===== config.mk =====
export PLATFORM = sky130hd
export DESIGN_NAME = pcm_companding_codec_ctrl
export DESIGN_NICKNAME = d
export VERILOG_FILES = /design/src/rtl/pcm_codec_pkg.sv /design/src/rtl/pcm_codec_top.sv
export SDC_FILE = /design/constraint.sdc
export NUM_CORES = 1
export LEC_CHECK = 0
export BUFFER_PORTS_ARGS = -buffer_cell sky130_fd_sc_hd__buf_2
export CAP_MARGIN = 20
export CORE_MARGIN = 2
export CORE_UTILIZATION = 55
export DETAILED_ROUTE_END_ITERATION = 10
export HOLD_SLACK_MARGIN = 0.15
export PLACE_DENSITY = 0.82
export REMOVE_ABC_BUFFERS = 1
export SETUP_SLACK_MARGIN = 0.4
export SLEW_MARGIN = 20
export SYNTH_ARGS = -nofsm -noshare
export SYNTH_HDL_FRONTEND = slang
export SYNTH_SLANG_ARGS = --single-unit

===== constraint.sdc =====
create_clock -name core_clk -period 6.1 [get_ports core_clk]
set_input_delay 0.305 -clock core_clk [delete_from_list [all_inputs] [get_ports core_clk]]
set_output_delay 0.305 -clock core_clk [all_outputs]
set_load 0.005 [all_outputs]

===== src/rtl/pcm_codec_pkg.sv =====
package pcm_codec_pkg;
   localparam int LIN_W = 13;
   localparam int CODE_W = 8;
   localparam int CHORD_W = 3;
   localparam int STEP_W = 4;
   localparam int SIGN_POS = 7;
   localparam int CHORD_LSB = 4;
   localparam int STEP_LSB = 0;
   localparam int FIFO_DEPTH = 16;
   localparam int PWRUP_FRAMES = 2;
   localparam int MAG_W = 12;
   localparam logic [7:0] MU_INVERT = 8'hff;
   localparam logic [7:0] A_INVERT = 8'h55;
   localparam logic [12:0] MU_BIAS = 13'h0021;
   localparam logic [12:0] MU_CLIP = 13'h0fdf;
   localparam logic [2:0] CHORD_TOP = 3'h7;
   localparam logic [2:0] BIT_LAST = 3'h0;
   localparam logic [2:0] BIT_FIRST = 3'h7;
   localparam logic [1:0] FRAME_ZERO = 2'h0;

   typedef struct packed {
      logic sign;
      logic [2:0] chord;
      logic [3:0] step;
   } pcm_code_t;

   typedef struct packed {
      logic valid;
      logic [12:0] sample;
   } lin_word_t;

   typedef enum logic [2:0] {
      ST_DOWN = 3'b001,
      ST_WAKE = 3'b010,
      ST_RUN = 3'b100
   } pwr_state_t;
endpackage


===== src/rtl/pcm_codec_top.sv =====
// Contract
// RULE_01: encode 13-bit linear samples to 8-bit codes, decode 8-bit codes back.
// RULE_02: code fields are sign, three-bit chord, four-bit step.
// RULE_03: all sixteen steps of one chord share the same increment.
// RULE_04: steps carry into chord; each higher chord doubles step increment. In A-law the code gives chord 1 the same increment as chord 0.
// RULE_05: seven chords above the lowest, 6 dB each, about 42 dB.
// RULE_06: law select high gives mu-255 law, low gives A-law, both directions.
// RULE_07: one sample compressed and one expanded per 8 kHz frame.
// RULE_08: power-down input low is low power, high is normal operation.
// RULE_09: powered down gates internal activity and floats transmit data output.
// RULE_10: after power-up, transmit output stays floating at least two tx frames.
// RULE_11: partner supplies the 8 kHz transmit frame sync.
// RULE_12: transmit data output drives only while shifting a sample out.
// RULE_13: sign bit is msb, then chord, then step at lsb end.
`timescale 1ns/1ps
`default_nettype none

module pcm_sample_fifo #(
   parameter int WIDTH = 13,
   parameter int DEPTH = 16
) (
   // clock and reset
   input wire logic core_clk,
   input wire logic arst_n,
   input wire logic flush,
   // fill side
   input wire logic in_valid,
   output logic in_ready,
   input wire logic [WIDTH-1:0] in_data,
   // drain side
   output logic out_valid,
   input wire logic out_ready,
   output logic [WIDTH-1:0] out_data
);
   localparam int AW = $clog2(DEPTH);
   logic [WIDTH-1:0] mem [DEPTH];
   logic [AW-1:0] wr_ptr, rd_ptr, next_wr_ptr, next_rd_ptr;
   logic [AW:0] count, next_count;
   logic push, pop;

   always_comb
   begin
      push = in_valid && in_ready;
      pop = out_valid && out_ready;
      in_ready = (count != (AW+1)'(DEPTH)) && !flush;
      out_valid = (count != '0) && !flush;
      out_data = mem[rd_ptr];
      next_wr_ptr = push ? wr_ptr + 1'b1 : wr_ptr;
      next_rd_ptr = pop ? rd_ptr + 1'b1 : rd_ptr;
      next_count = count + (AW+1)'(push) - (AW+1)'(pop);
      if (flush)
      begin
         next_wr_ptr = '0;
         next_rd_ptr = '0;
         next_count = '0;
      end
   end

   always_ff @(posedge core_clk or negedge arst_n)
   begin
      if (!arst_n)
      begin
         wr_ptr <= '0;
         rd_ptr <= '0;
         count <= '0;
      end
      else
      begin
         wr_ptr <= next_wr_ptr;
         rd_ptr <= next_rd_ptr;
         count <= next_count;
      end
   end

   always_ff @(posedge core_clk)
   begin
      if (push)
         mem[wr_ptr] <= in_data;
   end
endmodule

module pcm_companding_codec_ctrl #(
   parameter int FIFO_DEPTH = pcm_codec_pkg::FIFO_DEPTH,
   parameter int PWRUP_FRAMES = pcm_codec_pkg::PWRUP_FRAMES
) (
   // clock and reset
   input wire logic core_clk,
   input wire logic arst_n,
   // control pins
   input wire logic companding_law_select,
   input wire logic power_down_in_n,
   // frame and bit timing from the highway
   input wire logic tx_frame_sync,
   input wire logic rx_frame_sync,
   input wire logic tx_bit_tick,
   input wire logic rx_bit_tick,
   // linear sample in, from the converter side
   input wire logic lin_in_valid,
   output logic lin_in_ready,
   input wire logic [pcm_codec_pkg::LIN_W-1:0] lin_in,
   // serial pcm
   output logic pcm_tx_data_out,
   output logic pcm_tx_data_oe,
   input wire logic pcm_rx_data_in,
   // expanded sample out
   output var pcm_codec_pkg::lin_word_t lin_out,
   output logic powered_up
);
   // encode: sign-magnitude, chord from leading one, step from next four bits
   function automatic logic [7:0] compress(input logic [12:0] s, input logic mu);
      logic [12:0] mag;
      logic [2:0] chord;
      logic [3:0] step;
      pcm_codec_pkg::pcm_code_t c;
      mag = s[12] ? 13'(~s + 1'b1) : s;
      chord = '0;
      if (mu)
      begin
         if (mag > pcm_codec_pkg::MU_CLIP)
            mag = pcm_codec_pkg::MU_CLIP;
         mag = mag + pcm_codec_pkg::MU_BIAS;
         for (int i = 0; i < 8; i++)
            if (mag[i+5])
               chord = 3'(i);
         step = mag[chord+1 +: 4];
      end
      else
      begin
         // full-scale negative has no positive twin; pull it into the top chord
         if (mag[pcm_codec_pkg::LIN_W-1])
            mag = mag - 1'b1;
         for (int i = 1; i < 8; i++)
            if (mag[i+4]) // RULE_04 RULE_05
               chord = 3'(i);
         step = (chord == '0) ? mag[4:1] : mag[chord +: 4]; // RULE_02 RULE_03
      end
      c.sign = ~s[12];
      c.chord = chord;
      c.step = step;
      return mu ? (c ^ pcm_codec_pkg::MU_INVERT) : (c ^ pcm_codec_pkg::A_INVERT); // RULE_13
   endfunction

   // decode: step counts linearly, increment doubles per chord (A-law chords 0 and 1 share one increment)
   function automatic logic [12:0] expand(input logic [7:0] code, input logic mu);
      pcm_codec_pkg::pcm_code_t c;
      logic [12:0] mag;
      c = mu ? (code ^ pcm_codec_pkg::MU_INVERT) : (code ^ pcm_codec_pkg::A_INVERT);
      if (mu)
         mag = 13'((({9'h0, c.step} << 1) + 13'h0021) << c.chord) - pcm_codec_pkg::MU_BIAS;
      else if (c.chord == '0)
         mag = 13'({c.step, 1'b1});
      else
         mag = 13'(({9'h1, c.step} << 1 | 13'h1) << (c.chord - 1'b1));
      return c.sign ? mag : 13'(~mag + 1'b1);
   endfunction

   pcm_codec_pkg::pwr_state_t pstate, next_pstate;
   logic [1:0] frames, next_frames;
   logic fst_q, fsr_q, next_fst_q, next_fsr_q;
   logic tx_busy, next_tx_busy, rx_busy, next_rx_busy;
   logic [2:0] tx_bit, next_tx_bit, rx_bit, next_rx_bit;
   logic [7:0] tx_sh, next_tx_sh, rx_sh, next_rx_sh;
   pcm_codec_pkg::lin_word_t next_lin_out;
   logic fifo_valid, fifo_ready, run, fst_rise, fsr_rise;
   logic [12:0] fifo_data;

   assign run = pstate == pcm_codec_pkg::ST_RUN;
   assign powered_up = run;
   assign fst_rise = tx_frame_sync && !fst_q; // RULE_11
   assign fsr_rise = rx_frame_sync && !fsr_q;

   pcm_sample_fifo #(
      .WIDTH(pcm_codec_pkg::LIN_W),
      .DEPTH(FIFO_DEPTH)
   ) u_fifo (
      .core_clk(core_clk),
      .arst_n(arst_n),
      .flush(!run),
      .in_valid(lin_in_valid),
      .in_ready(lin_in_ready),
      .in_data(lin_in),
      .out_valid(fifo_valid),
      .out_ready(fifo_ready),
      .out_data(fifo_data)
   );

   // one sample taken per transmit frame
   assign fifo_ready = run && fst_rise && !tx_busy; // RULE_07

   always_comb
   begin
      next_pstate = pstate;
      next_frames = frames;
      next_fst_q = tx_frame_sync;
      next_fsr_q = rx_frame_sync;
      unique case (pstate)
         pcm_codec_pkg::ST_DOWN:
            if (power_down_in_n) // RULE_08
            begin
               next_pstate = pcm_codec_pkg::ST_WAKE;
               next_frames = pcm_codec_pkg::FRAME_ZERO;
            end
         pcm_codec_pkg::ST_WAKE:
            if (fst_rise)
            begin
               next_frames = frames + 1'b1;
               if (frames == 2'(PWRUP_FRAMES - 1)) // RULE_10
                  next_pstate = pcm_codec_pkg::ST_RUN;
            end
         pcm_codec_pkg::ST_RUN: ;
         default: next_pstate = pcm_codec_pkg::ST_DOWN;
      endcase
      if (!power_down_in_n)
         next_pstate = pcm_codec_pkg::ST_DOWN; // RULE_09
   end

   always_comb
   begin
      next_tx_busy = tx_busy;
      next_tx_bit = tx_bit;
      next_tx_sh = tx_sh;
      next_rx_busy = rx_busy;
      next_rx_bit = rx_bit;
      next_rx_sh = rx_sh;
      next_lin_out = '{valid: 1'b0, sample: lin_out.sample};
      if (!run)
      begin
         next_tx_busy = 1'b0;
         next_rx_busy = 1'b0;
      end
      else
      begin
         if (fifo_ready && fifo_valid)
         begin
            next_tx_sh = compress(fifo_data, companding_law_select); // RULE_01 RULE_06
            next_tx_busy = 1'b1;
            next_tx_bit = pcm_codec_pkg::BIT_FIRST;
         end
         else if (tx_busy && tx_bit_tick)
         begin
            next_tx_sh = {tx_sh[6:0], 1'b0};
            next_tx_bit = tx_bit - 1'b1;
            if (tx_bit == pcm_codec_pkg::BIT_LAST)
               next_tx_busy = 1'b0;
         end
         if (fsr_rise && !rx_busy)
         begin
            next_rx_busy = 1'b1;
            next_rx_bit = pcm_codec_pkg::BIT_FIRST;
         end
         else if (rx_busy && rx_bit_tick)
         begin
            next_rx_sh = {rx_sh[6:0], pcm_rx_data_in};
            next_rx_bit = rx_bit - 1'b1;
            if (rx_bit == pcm_codec_pkg::BIT_LAST)
            begin
               next_rx_busy = 1'b0;
               next_lin_out.valid = 1'b1;
               next_lin_out.sample = expand({rx_sh[6:0], pcm_rx_data_in},
                  companding_law_select); // RULE_01 RULE_06 RULE_07
            end
         end
      end
   end

   always_ff @(posedge core_clk or negedge arst_n)
   begin
      if (!arst_n)
      begin
         pstate <= pcm_codec_pkg::ST_DOWN;
         frames <= pcm_codec_pkg::FRAME_ZERO;
         fst_q <= 1'b0;
         fsr_q <= 1'b0;
         tx_busy <= 1'b0;
         tx_bit <= '0;
         tx_sh <= '0;
         rx_busy <= 1'b0;
         rx_bit <= '0;
         rx_sh <= '0;
         lin_out <= '0;
      end
      else
      begin
         pstate <= next_pstate;
         frames <= next_frames;
         fst_q <= next_fst_q;
         fsr_q <= next_fsr_q;
         tx_busy <= next_tx_busy;
         tx_bit <= next_tx_bit;
         tx_sh <= next_tx_sh;
         rx_busy <= next_rx_busy;
         rx_bit <= next_rx_bit;
         rx_sh <= next_rx_sh;
         lin_out <= next_lin_out;
      end
   end

   // msb first; enable only during the shift window
   assign pcm_tx_data_out = tx_sh[pcm_codec_pkg::SIGN_POS];
   assign pcm_tx_data_oe = tx_busy && run; // RULE_12 RULE_09

   a_oe_needs_run: assert property (@(posedge core_clk) disable iff (!arst_n) // RULE_09
      pcm_tx_data_oe |-> run) else $error("tx output driven while not running");
   a_down_floats: assert property (@(posedge core_clk) disable iff (!arst_n) // RULE_08
      !power_down_in_n |=> !pcm_tx_data_oe) else $error("tx driven in power down");
   a_wake_floats: assert property (@(posedge core_clk) disable iff (!arst_n) // RULE_10
      $rose(pstate == pcm_codec_pkg::ST_WAKE) |-> !pcm_tx_data_oe throughout
      (!fst_rise [*1] ##1 1'b1)) else $error("tx driven early in wake");
   a_run_after_two: assert property (@(posedge core_clk) disable iff (!arst_n) // RULE_10
      $rose(run) |-> $past(frames) == 2'(PWRUP_FRAMES - 1)) else $error("woke too soon");
   a_shift_len: assert property (@(posedge core_clk) disable iff (!arst_n) // RULE_12
      $rose(tx_busy) |-> tx_bit == pcm_codec_pkg::BIT_FIRST) else $error("bad shift start");
   a_expand_pulse: assert property (@(posedge core_clk) disable iff (!arst_n) // RULE_07
      lin_out.valid |=> !lin_out.valid) else $error("expand valid too long");
   a_rx_done: assert property (@(posedge core_clk) disable iff (!arst_n) // RULE_07
      lin_out.valid |-> !rx_busy && $past(rx_busy)) else $error("expand without receive");
   a_tx_load: assert property (@(posedge core_clk) disable iff (!arst_n) // RULE_12
      fifo_ready && fifo_valid && power_down_in_n |=>
      pcm_tx_data_oe && tx_bit == pcm_codec_pkg::BIT_FIRST) else $error("load not driven");
endmodule
`default_nettype wire


==> metrics.txt, run 1 <==
number of global-route vias before repair 8,809; endpoints failing setup 0; clock power share 44.1%; Initial Util 55.76%; Tot GR Track Use 24.24%; maximum clock path buffer count 3; Hold Crit Class primary input to register; initial antenna violation count 1; Final Cell Area 0.01551 sq mm; period utilisation layout 91.98%; Clock Skew 0.009208 ns; post-DR wirelength/cell 21.29 um; number of buffers added on ports 40; simple-gate share of the synthesized area 11.05%; routability cong. 0.8893; MaxCap Viol Count 0; Layout area overhead 15.06%; Final HPWL DP 19.41 mm; reported net switching power 744.2 uW; CTS tree done; Final Max Tran Viols 0; main combinational cell family by area after synthesis multiplexers; CTS buffer count 26; Data arrival, critical path 6.05 ns; Die ar. 0.02578 sq mm; crit end category register; Leakage 0.005730 uW; worst setup margin 0.4894 ns; Max Fclk 178.2 MHz; Post-Synthesis Cells 1,039; Routed WL 31.53 mm; fraction of layout cells with a size suffix above 1 21.43%; 1st-iter DRT viols 854; Cell variety after synth 86; post-synthesis compound-gate area fraction 11.26%; met3 usage 3.538%; Root Buffer clkbuf_16; I/O pin cnt 41; unrepaired setup endpoints after global routing true; TNS Setup 0 ns; Syn Area/Cell 12.97 sq um; Ys Warns 0; sequential share of power 52.8%; clk sinks 265; Die Height 160.6 um; Power Internal 2974 uW; commonest non-fill, non-tap cells in the layout edfxtp_1 (208), nand2_1 (107), buf_4 (61); Seq/Total Area, Yosys 56.92%; Final Hold Fails 0; outcome completed; Max VDD drop 0.2851 mV; CTS clk-pin slew, worst paths 0.06 ns; synthesized flop and latch total 265; Net Sw Frac 20.02%; Die Width 160.6 um; H-tree Lvls 1; power density cells 239.7 mW/mm^2; ys async rst share 21.51%; met1 usage 32.48%; post-placement cell area 0.01409 sq mm; largest net degree at the start of global routing 58; diode count 0; Final nets 1,188; Gate power share 3.1%; Slew @ Worst Pin 1.022 ns; CP Class register to register; vias per cell 6.141; adder-cell share of the synthesized area 2.655%; Mapped Area 0.01348 sq mm; most common cell after layout, fill and taps aside edfxtp_1; crit path max fanout 7; pre-CTS setup slack 0.08996 ns; met2 Use GR 40.85%; EDFF count, synth 208; fin util 64.16%; Top FF cell, synth edfxtp_1; vias 9,095; GRT busiest layer met2; CP startpoint kind register; global-route wire length before repair 48.76 mm; # rows 57; slew margin rel. 31.88%; DRC violation count after routing 0; number of routed nets with antenna violations 0; drt pass-1 iters 5; worst skew pair latency 0.52 ns; core area 0.02418 sq mm; Req. time, crit path 6.54 ns; Synth Area in XOR/XNOR 3.611%; multiplexer share of the synthesized area 11.71%; gr ovfl total 0; fin crit period 5.611 ns; Hold Slack 0.1629 ns
-- logic make-up after synthesis --
group / after synthesis
flops: 265
simple gates: 302
compound gates: 221
mux: 87
fa+ha+maj: 28
xor+xnor: 50
buf+inv: 86
-- synth_stat cells (11+ instances only) --
master	n	share of area, %
xor2_1	21	1.4
a21oi_1	47	1.7
mux4_2	52	8.7
xnor2_1	24	1.6
nand3_1	22	0.82
mux2i_1	25	1.9
and3_1	11	0.51
edfxtp_1	208	46
ha_1	27	2.5
clkbuf_1	32	0.89
nand2_1	111	3.1
o21ai_0	55	2.0
dfrtp_1	56	10
and2_1	28	1.3
a22oi_1	22	1.2
nor2_1	59	1.6
inv_1	36	1.0
-- final timing paths --
check,to,cells past startpoint,startpoint,slack [ns]
min,u_fifo.mem[10][9],1,lin_in[9],0.16
max in group asynchronous,u_fifo.rd_ptr[0],3,arst_n,5.11
min reg2reg,rx_bit[0],1,rx_bit[0],0.46
max,tx_sh[2],20,u_fifo.rd_ptr[0],0.49
min in group asynchronous,tx_sh[7],3,arst_n,0.46
max reg2reg,tx_sh[2],20,u_fifo.rd_ptr[0],0.49
-- power groups by stage --
stage,Combinational (uW),Clock (uW),Sequential (uW)
3_3_place_gp,103,0,2000
5_1_grt,130,1710,1960
6_report,114,1640,1960
3_5_place_dp,106,0,2000
2_1_floorplan,57.5,0,2000
4_1_cts,114,1650,1960
-- through the flow --
step	std cells	power, uW
5_1_grt	1481	3809
3_5_place_dp	1382	2108
2_1_floorplan	990	2058
6_report	1481	3718
3_3_place_gp	1382	2104
4_1_cts	1458	3731
-- cell type report --
| class | instances | area (sq um) |
|---|---|---|
| fill | 1620 | 8666 |
| sequential | 265 | 7677 |
| multi-input combinational | 688 | 5524 |
| timing repair buffer | 119 | 892.1 |
| clock buffer | 31 | 690.7 |
| tap | 324 | 405.4 |
| clock inverter | 17 | 182.7 |
| inverter | 37 | 138.9 |
-- worst max-delay path: stages (launching register included) --
cell and delay, ns:
dfrtp_2 0.48, buf_6 0.13, mux4_2 0.52, a221oi_4 0.38, ha_2 0.26, nor2b_2 0.18
a22o_1 0.29, a311oi_1 0.06, o21ai_0 0.39, a211o_1 0.21, a211oi_2 0.08, a21oi_2 0.24
nand2_2 0.10, ha_4 0.20, buf_4 0.14, a21boi_2 0.16, or3_1 0.40, a2111oi_4 0.50
nand2_2 0.11, or4_1 0.54, a31oi_1 0.15
-- registers in the layout, summed over array words and instances (netlist names) --
signal,flops
fst_q,1
tx_bit,3
frames,2
u_fifo.wr_ptr,4
rx_bit,3
tx_busy,1
tx_sh,8
u_fifo.count,5
rx_busy,1
u_fifo.mem,208
u_fifo.rd_ptr,4
rx_sh,7
pstate,3
fsr_q,1
lin_out,14
-- what timing repair did --
action                                  CTS  global route
endpoints found under the hold margin   130             0
endpoints found under the setup margin    4             6
setup buffers                            14            23
pin swaps                                 7            24
cloned                                    1             0
resized for setup                         9            13
hold buffers                             13             0
-- routing by layer --
metal	part of all wire, %	wire length [um]
met1	40	12750
met5	0	0
met4	3.3	1048
met3	6.5	2052
met2	50	15680
Power figures use the tool's default switching activity.
==> inputs of run 2 (changes only) <==
- SYNTH_HIERARCHICAL: default -> 1
- clock period: 6.1 -> 4.75 ns (I/O delays scaled with it)
==> run 2 against run 1 <==
Against the previous run: the flow now finishes with violations (setup timing); combinational power rose by 55%; core utilization rose by 5.3 points; die area rose by 3.6%; register-to-register slack got worse by 0.92 ns; clock skew rose by 0.027 ns; cell area rose by 12%; critical endpoint is now tx_sh[1]; fmax rose by 8.3%; synthesized cell count rose by 7.7%; global-route usage rose by 2.6 points; largest cell class unchanged; largest power group unchanged; first-iteration DRC count rose by 29%; count of clock-buffer cells in the layout rose by 3.
==> metrics.txt, run 2 <==
core area 0.02504 sq mm (+3.6%); initial antenna violation count 1 (unchanged); number of routed nets with antenna violations 0 (unchanged); global-route wire length before repair 55.92 mm (+15%); MaxCap Viol Count 0 (unchanged); Layout area overhead 24.43%; worst setup margin -0.4308 ns (-0.9202 ns); Syn Area/Cell 12.49 sq um (-3.7%); Ys Warns 6 (+6); count leader, synth edfxtp_1; gr ovfl total 0 (unchanged); Root Buffer clkbuf_16; number of buffers added on ports 40 (unchanged); WHS Endpoint fst_q; CP max stage delay 0.53 ns (about the same); Die Width 163.4 um (+1.8%); most common cell after layout, fill and taps aside edfxtp_1; Die Height 163.4 um (+1.8%); vias per cell 6.201 (+0.97%); most frequent cells after synthesis edfxtp_1 (208), nand2_1 (98), o21ai_0 (69), mux2i_1 (68), nor2_1 (60); ys async rst share 21.51% (unchanged); EDFF count, synth 208 (unchanged); R2R Path End tx_sh[1]; Non-Filler Instances 1,688 (+14%); Yosys top cell by area edfxtp_1; Clock Skew 0.03593 ns (+0.02673 ns); number of global-route vias before repair 10,390 (+18%); outcome complete, but fails checks; CTS buffer count 28 (+7.7%); routability cong. 0.9154 (+2.9%); period utilisation layout 109.1% (+17 points); post-DR wirelength/cell 21.60 um (+1.5%); CP startpoint kind register; slew margin rel. 32.57% (+0.70 points); 1st-iter DRT viols 1,105 (+29%); synthesized flop and latch total 265 (unchanged); crit end category register; Slew @ Worst Pin 1.008 ns (-0.01419 ns); Mapped Area 0.01398 sq mm (+3.7%); maximum clock path buffer count 3 (unchanged); crit path max fanout 6 (-1); Routed WL 36.47 mm (+16%); vias 10,467 (+15%); Regs by FF count u_fifo/mem x208, lin_out x14, tx_sh x8; Final Max Tran Viols 0 (unchanged); clk sinks 265 (unchanged); post-placement cell area 0.01541 sq mm (+9.4%); HP Start tx_frame_sync; fin crit period 5.181 ns (-0.4298 ns); power density cells 275.3 mW/mm^2 (+15%); CTS tree done; CTS clk-pin slew, worst paths 0.06 ns (about the same); largest net degree at the start of global routing 58 (unchanged); Crit-path slowest cell dfrtp_4; Post-Synthesis Cells 1,119 (+7.7%); Data arrival, critical path 5.60 ns (-0.45 ns); worst skew pair latency 0.57 ns (+0.05 ns); Max VDD drop 0.3480 mV (+22%); Final Cell Area 0.01739 sq mm (+12%); unrepaired setup endpoints after global routing true; failing checks setup timing; top cells by area, synth edfxtp_1 (45%), dfrtp_1 (10%), mux2i_1 (4.9%), mux4_2 (4.5%), nand2_1 (2.6%); # rows 58 (+1.8%); I/O pin cnt 41 (unchanged); Total Power 4789 uW (+29%); most used cell, CP buf_4; Tot GR Track Use 26.88% (+2.6 points); Die ar. 0.02671 sq mm (+3.6%); Final HPWL DP 23.00 mm (+18%); Leakage 0.006579 uW (+15%); Cell variety after synth 100 (+16%); max reg flops 208 (unchanged); endpoints failing setup 7 (+7); worst reg2reg setup slack -0.43 ns (-0.92 ns); CP Class register to register; Yosys top cell area share 44.68% (-1.7 points); Final Hold Fails 0 (unchanged); Hold Crit Class primary input to register; H-tree Lvls 1 (unchanged); commonest non-fill, non-tap cells in the layout edfxtp_1 (208), buf_4 (164), nand2_1 (90); Final nets 1,386 (+17%); Top FF cell, synth edfxtp_1; worst reg2reg path startpoint u_fifo/rd_ptr[0]; hold depth 2 (+1); fraction of layout cells with a size suffix above 1 31.91% (+10 points); Initial Util 55.83% (+0.075 points); worst path cell trace buf_6 -> buf_12 -> buf_4 -> mux2i_1 -> a221oi_1 -> a22oi_2 -> nand2_2 -> buf_4 -> or4_4 -> nor4_4 -> or3_4 -> nand3_4 -> o31a_4 -> nand2_4 -> ha_4 -> a21oi_2 -> o221a_2 -> or3_4 -> and2b_1 -> and3_4 -> buf_4 -> a311o_1; Max Fclk 193.0 MHz (+8.3%); largest reg by FF count u_fifo/mem; Seq/Total Area, Yosys 54.90% (-2.0 points); drt pass-1 iters 6 (+1); placed cells 1,569 (+14%); Worst Reg2Reg Path Length in Cells 22 (+10%); Req. time, crit path 5.17 ns (-1.37 ns); DRC violation count after routing 0 (unchanged)
## run 2: cell count changes in the layout (fill, tap and decap cells not counted), moves of 23 or more
| cell | previous run | this run |
|---|---|---|
| a221oi_2 | 0 | 24 |
| and2_1 | 28 | 5 |
| buf_4 | 61 | 164 |
| mux2i_1 | 25 | 60 |
| mux4_2 | 52 | 28 |
## run 2: critical path: cells and delay by family (launching register included)
kind	cells	cell delay [ns]
compound gates	6	1.41
buf+inv	5	0.70
fa+ha+maj	1	0.16
simple gates	9	2.03
mux	1	0.21
flops	1	0.53
## run 2: worst max path at each step
stage	start	to	slack [ns]	depth (start not counted)
2_1_floorplan	u_fifo/rd_ptr[0]	tx_sh[1]	-3.20	18
3_3_place_gp	u_fifo/rd_ptr[0]	tx_sh[1]	-0.38	23
3_5_place_dp	u_fifo/rd_ptr[0]	tx_sh[1]	-0.50	23
4_1_cts	u_fifo/rd_ptr[0]	tx_sh[0]	-0.31	24
5_1_grt	u_fifo/rd_ptr[0]	tx_sh[0]	-0.58	22
6_report	u_fifo/rd_ptr[0]	tx_sh[1]	-0.43	22
## run 2: final cells by class
class                   instances  area (sq um)
repair buffers                249          2049
fillers                      1630          7644
well taps                     330         412.9
flip-flops and latches        265          7677
clock inverters                18         151.4
multi-input cells             754          6207
clock buffers                  34         753.2
inverters                      37         138.9
diodes                          1         2.502
## run 2: metrics by stage
step	util, %	setup TNS (ns)	hold slack [ns]	worst slack [ns]
2_1_floorplan	-	-20.61	-0.05809	-3.195
3_3_place_gp	61.57	-1.733	0.3561	-0.3836
3_5_place_dp	61.57	-2.539	0.3577	-0.5020
4_1_cts	67.95	-1.256	0.3342	-0.3055
5_1_grt	69.46	-3.075	0.3503	-0.5829
6_report	69.47	-2.098	0.3506	-0.4308
## run 2: per-layer routing
layer	track usage (%)	wire, um	vias to the layer above
met1	34.67	14290	5169
met4	9.292	1386	0
met3	4.012	2437	105
met5	0	0	-
met2	46.53	18360	457
li1	-	-	4736
## run 2: what timing repair did
item                                    in CTS  in global routing
hold endpoints to repair                   279                  0
cloned                                       2                  1
hold buffers                                21                  0
endpoints found under the setup margin       7                  7
setup buffers                               22                 20
pin swaps                                   44                 35
gates resized for setup                     70                 45
## run 2: logic make-up after synthesis
kind of cell    synth area share, %
xor+xnor                      2.927
mux                           10.16
fa+ha+maj                     2.560
buf+inv                       3.867
compound gates                14.33
flops                         54.90
simple gates                  11.26
## run 2: report_power, final
group	switching, uW	leakage [uW]	internal [uW]
logic	109	0.00352	68.6
clock network	905	0.000439	1190
registers	5.70	0.00262	2510
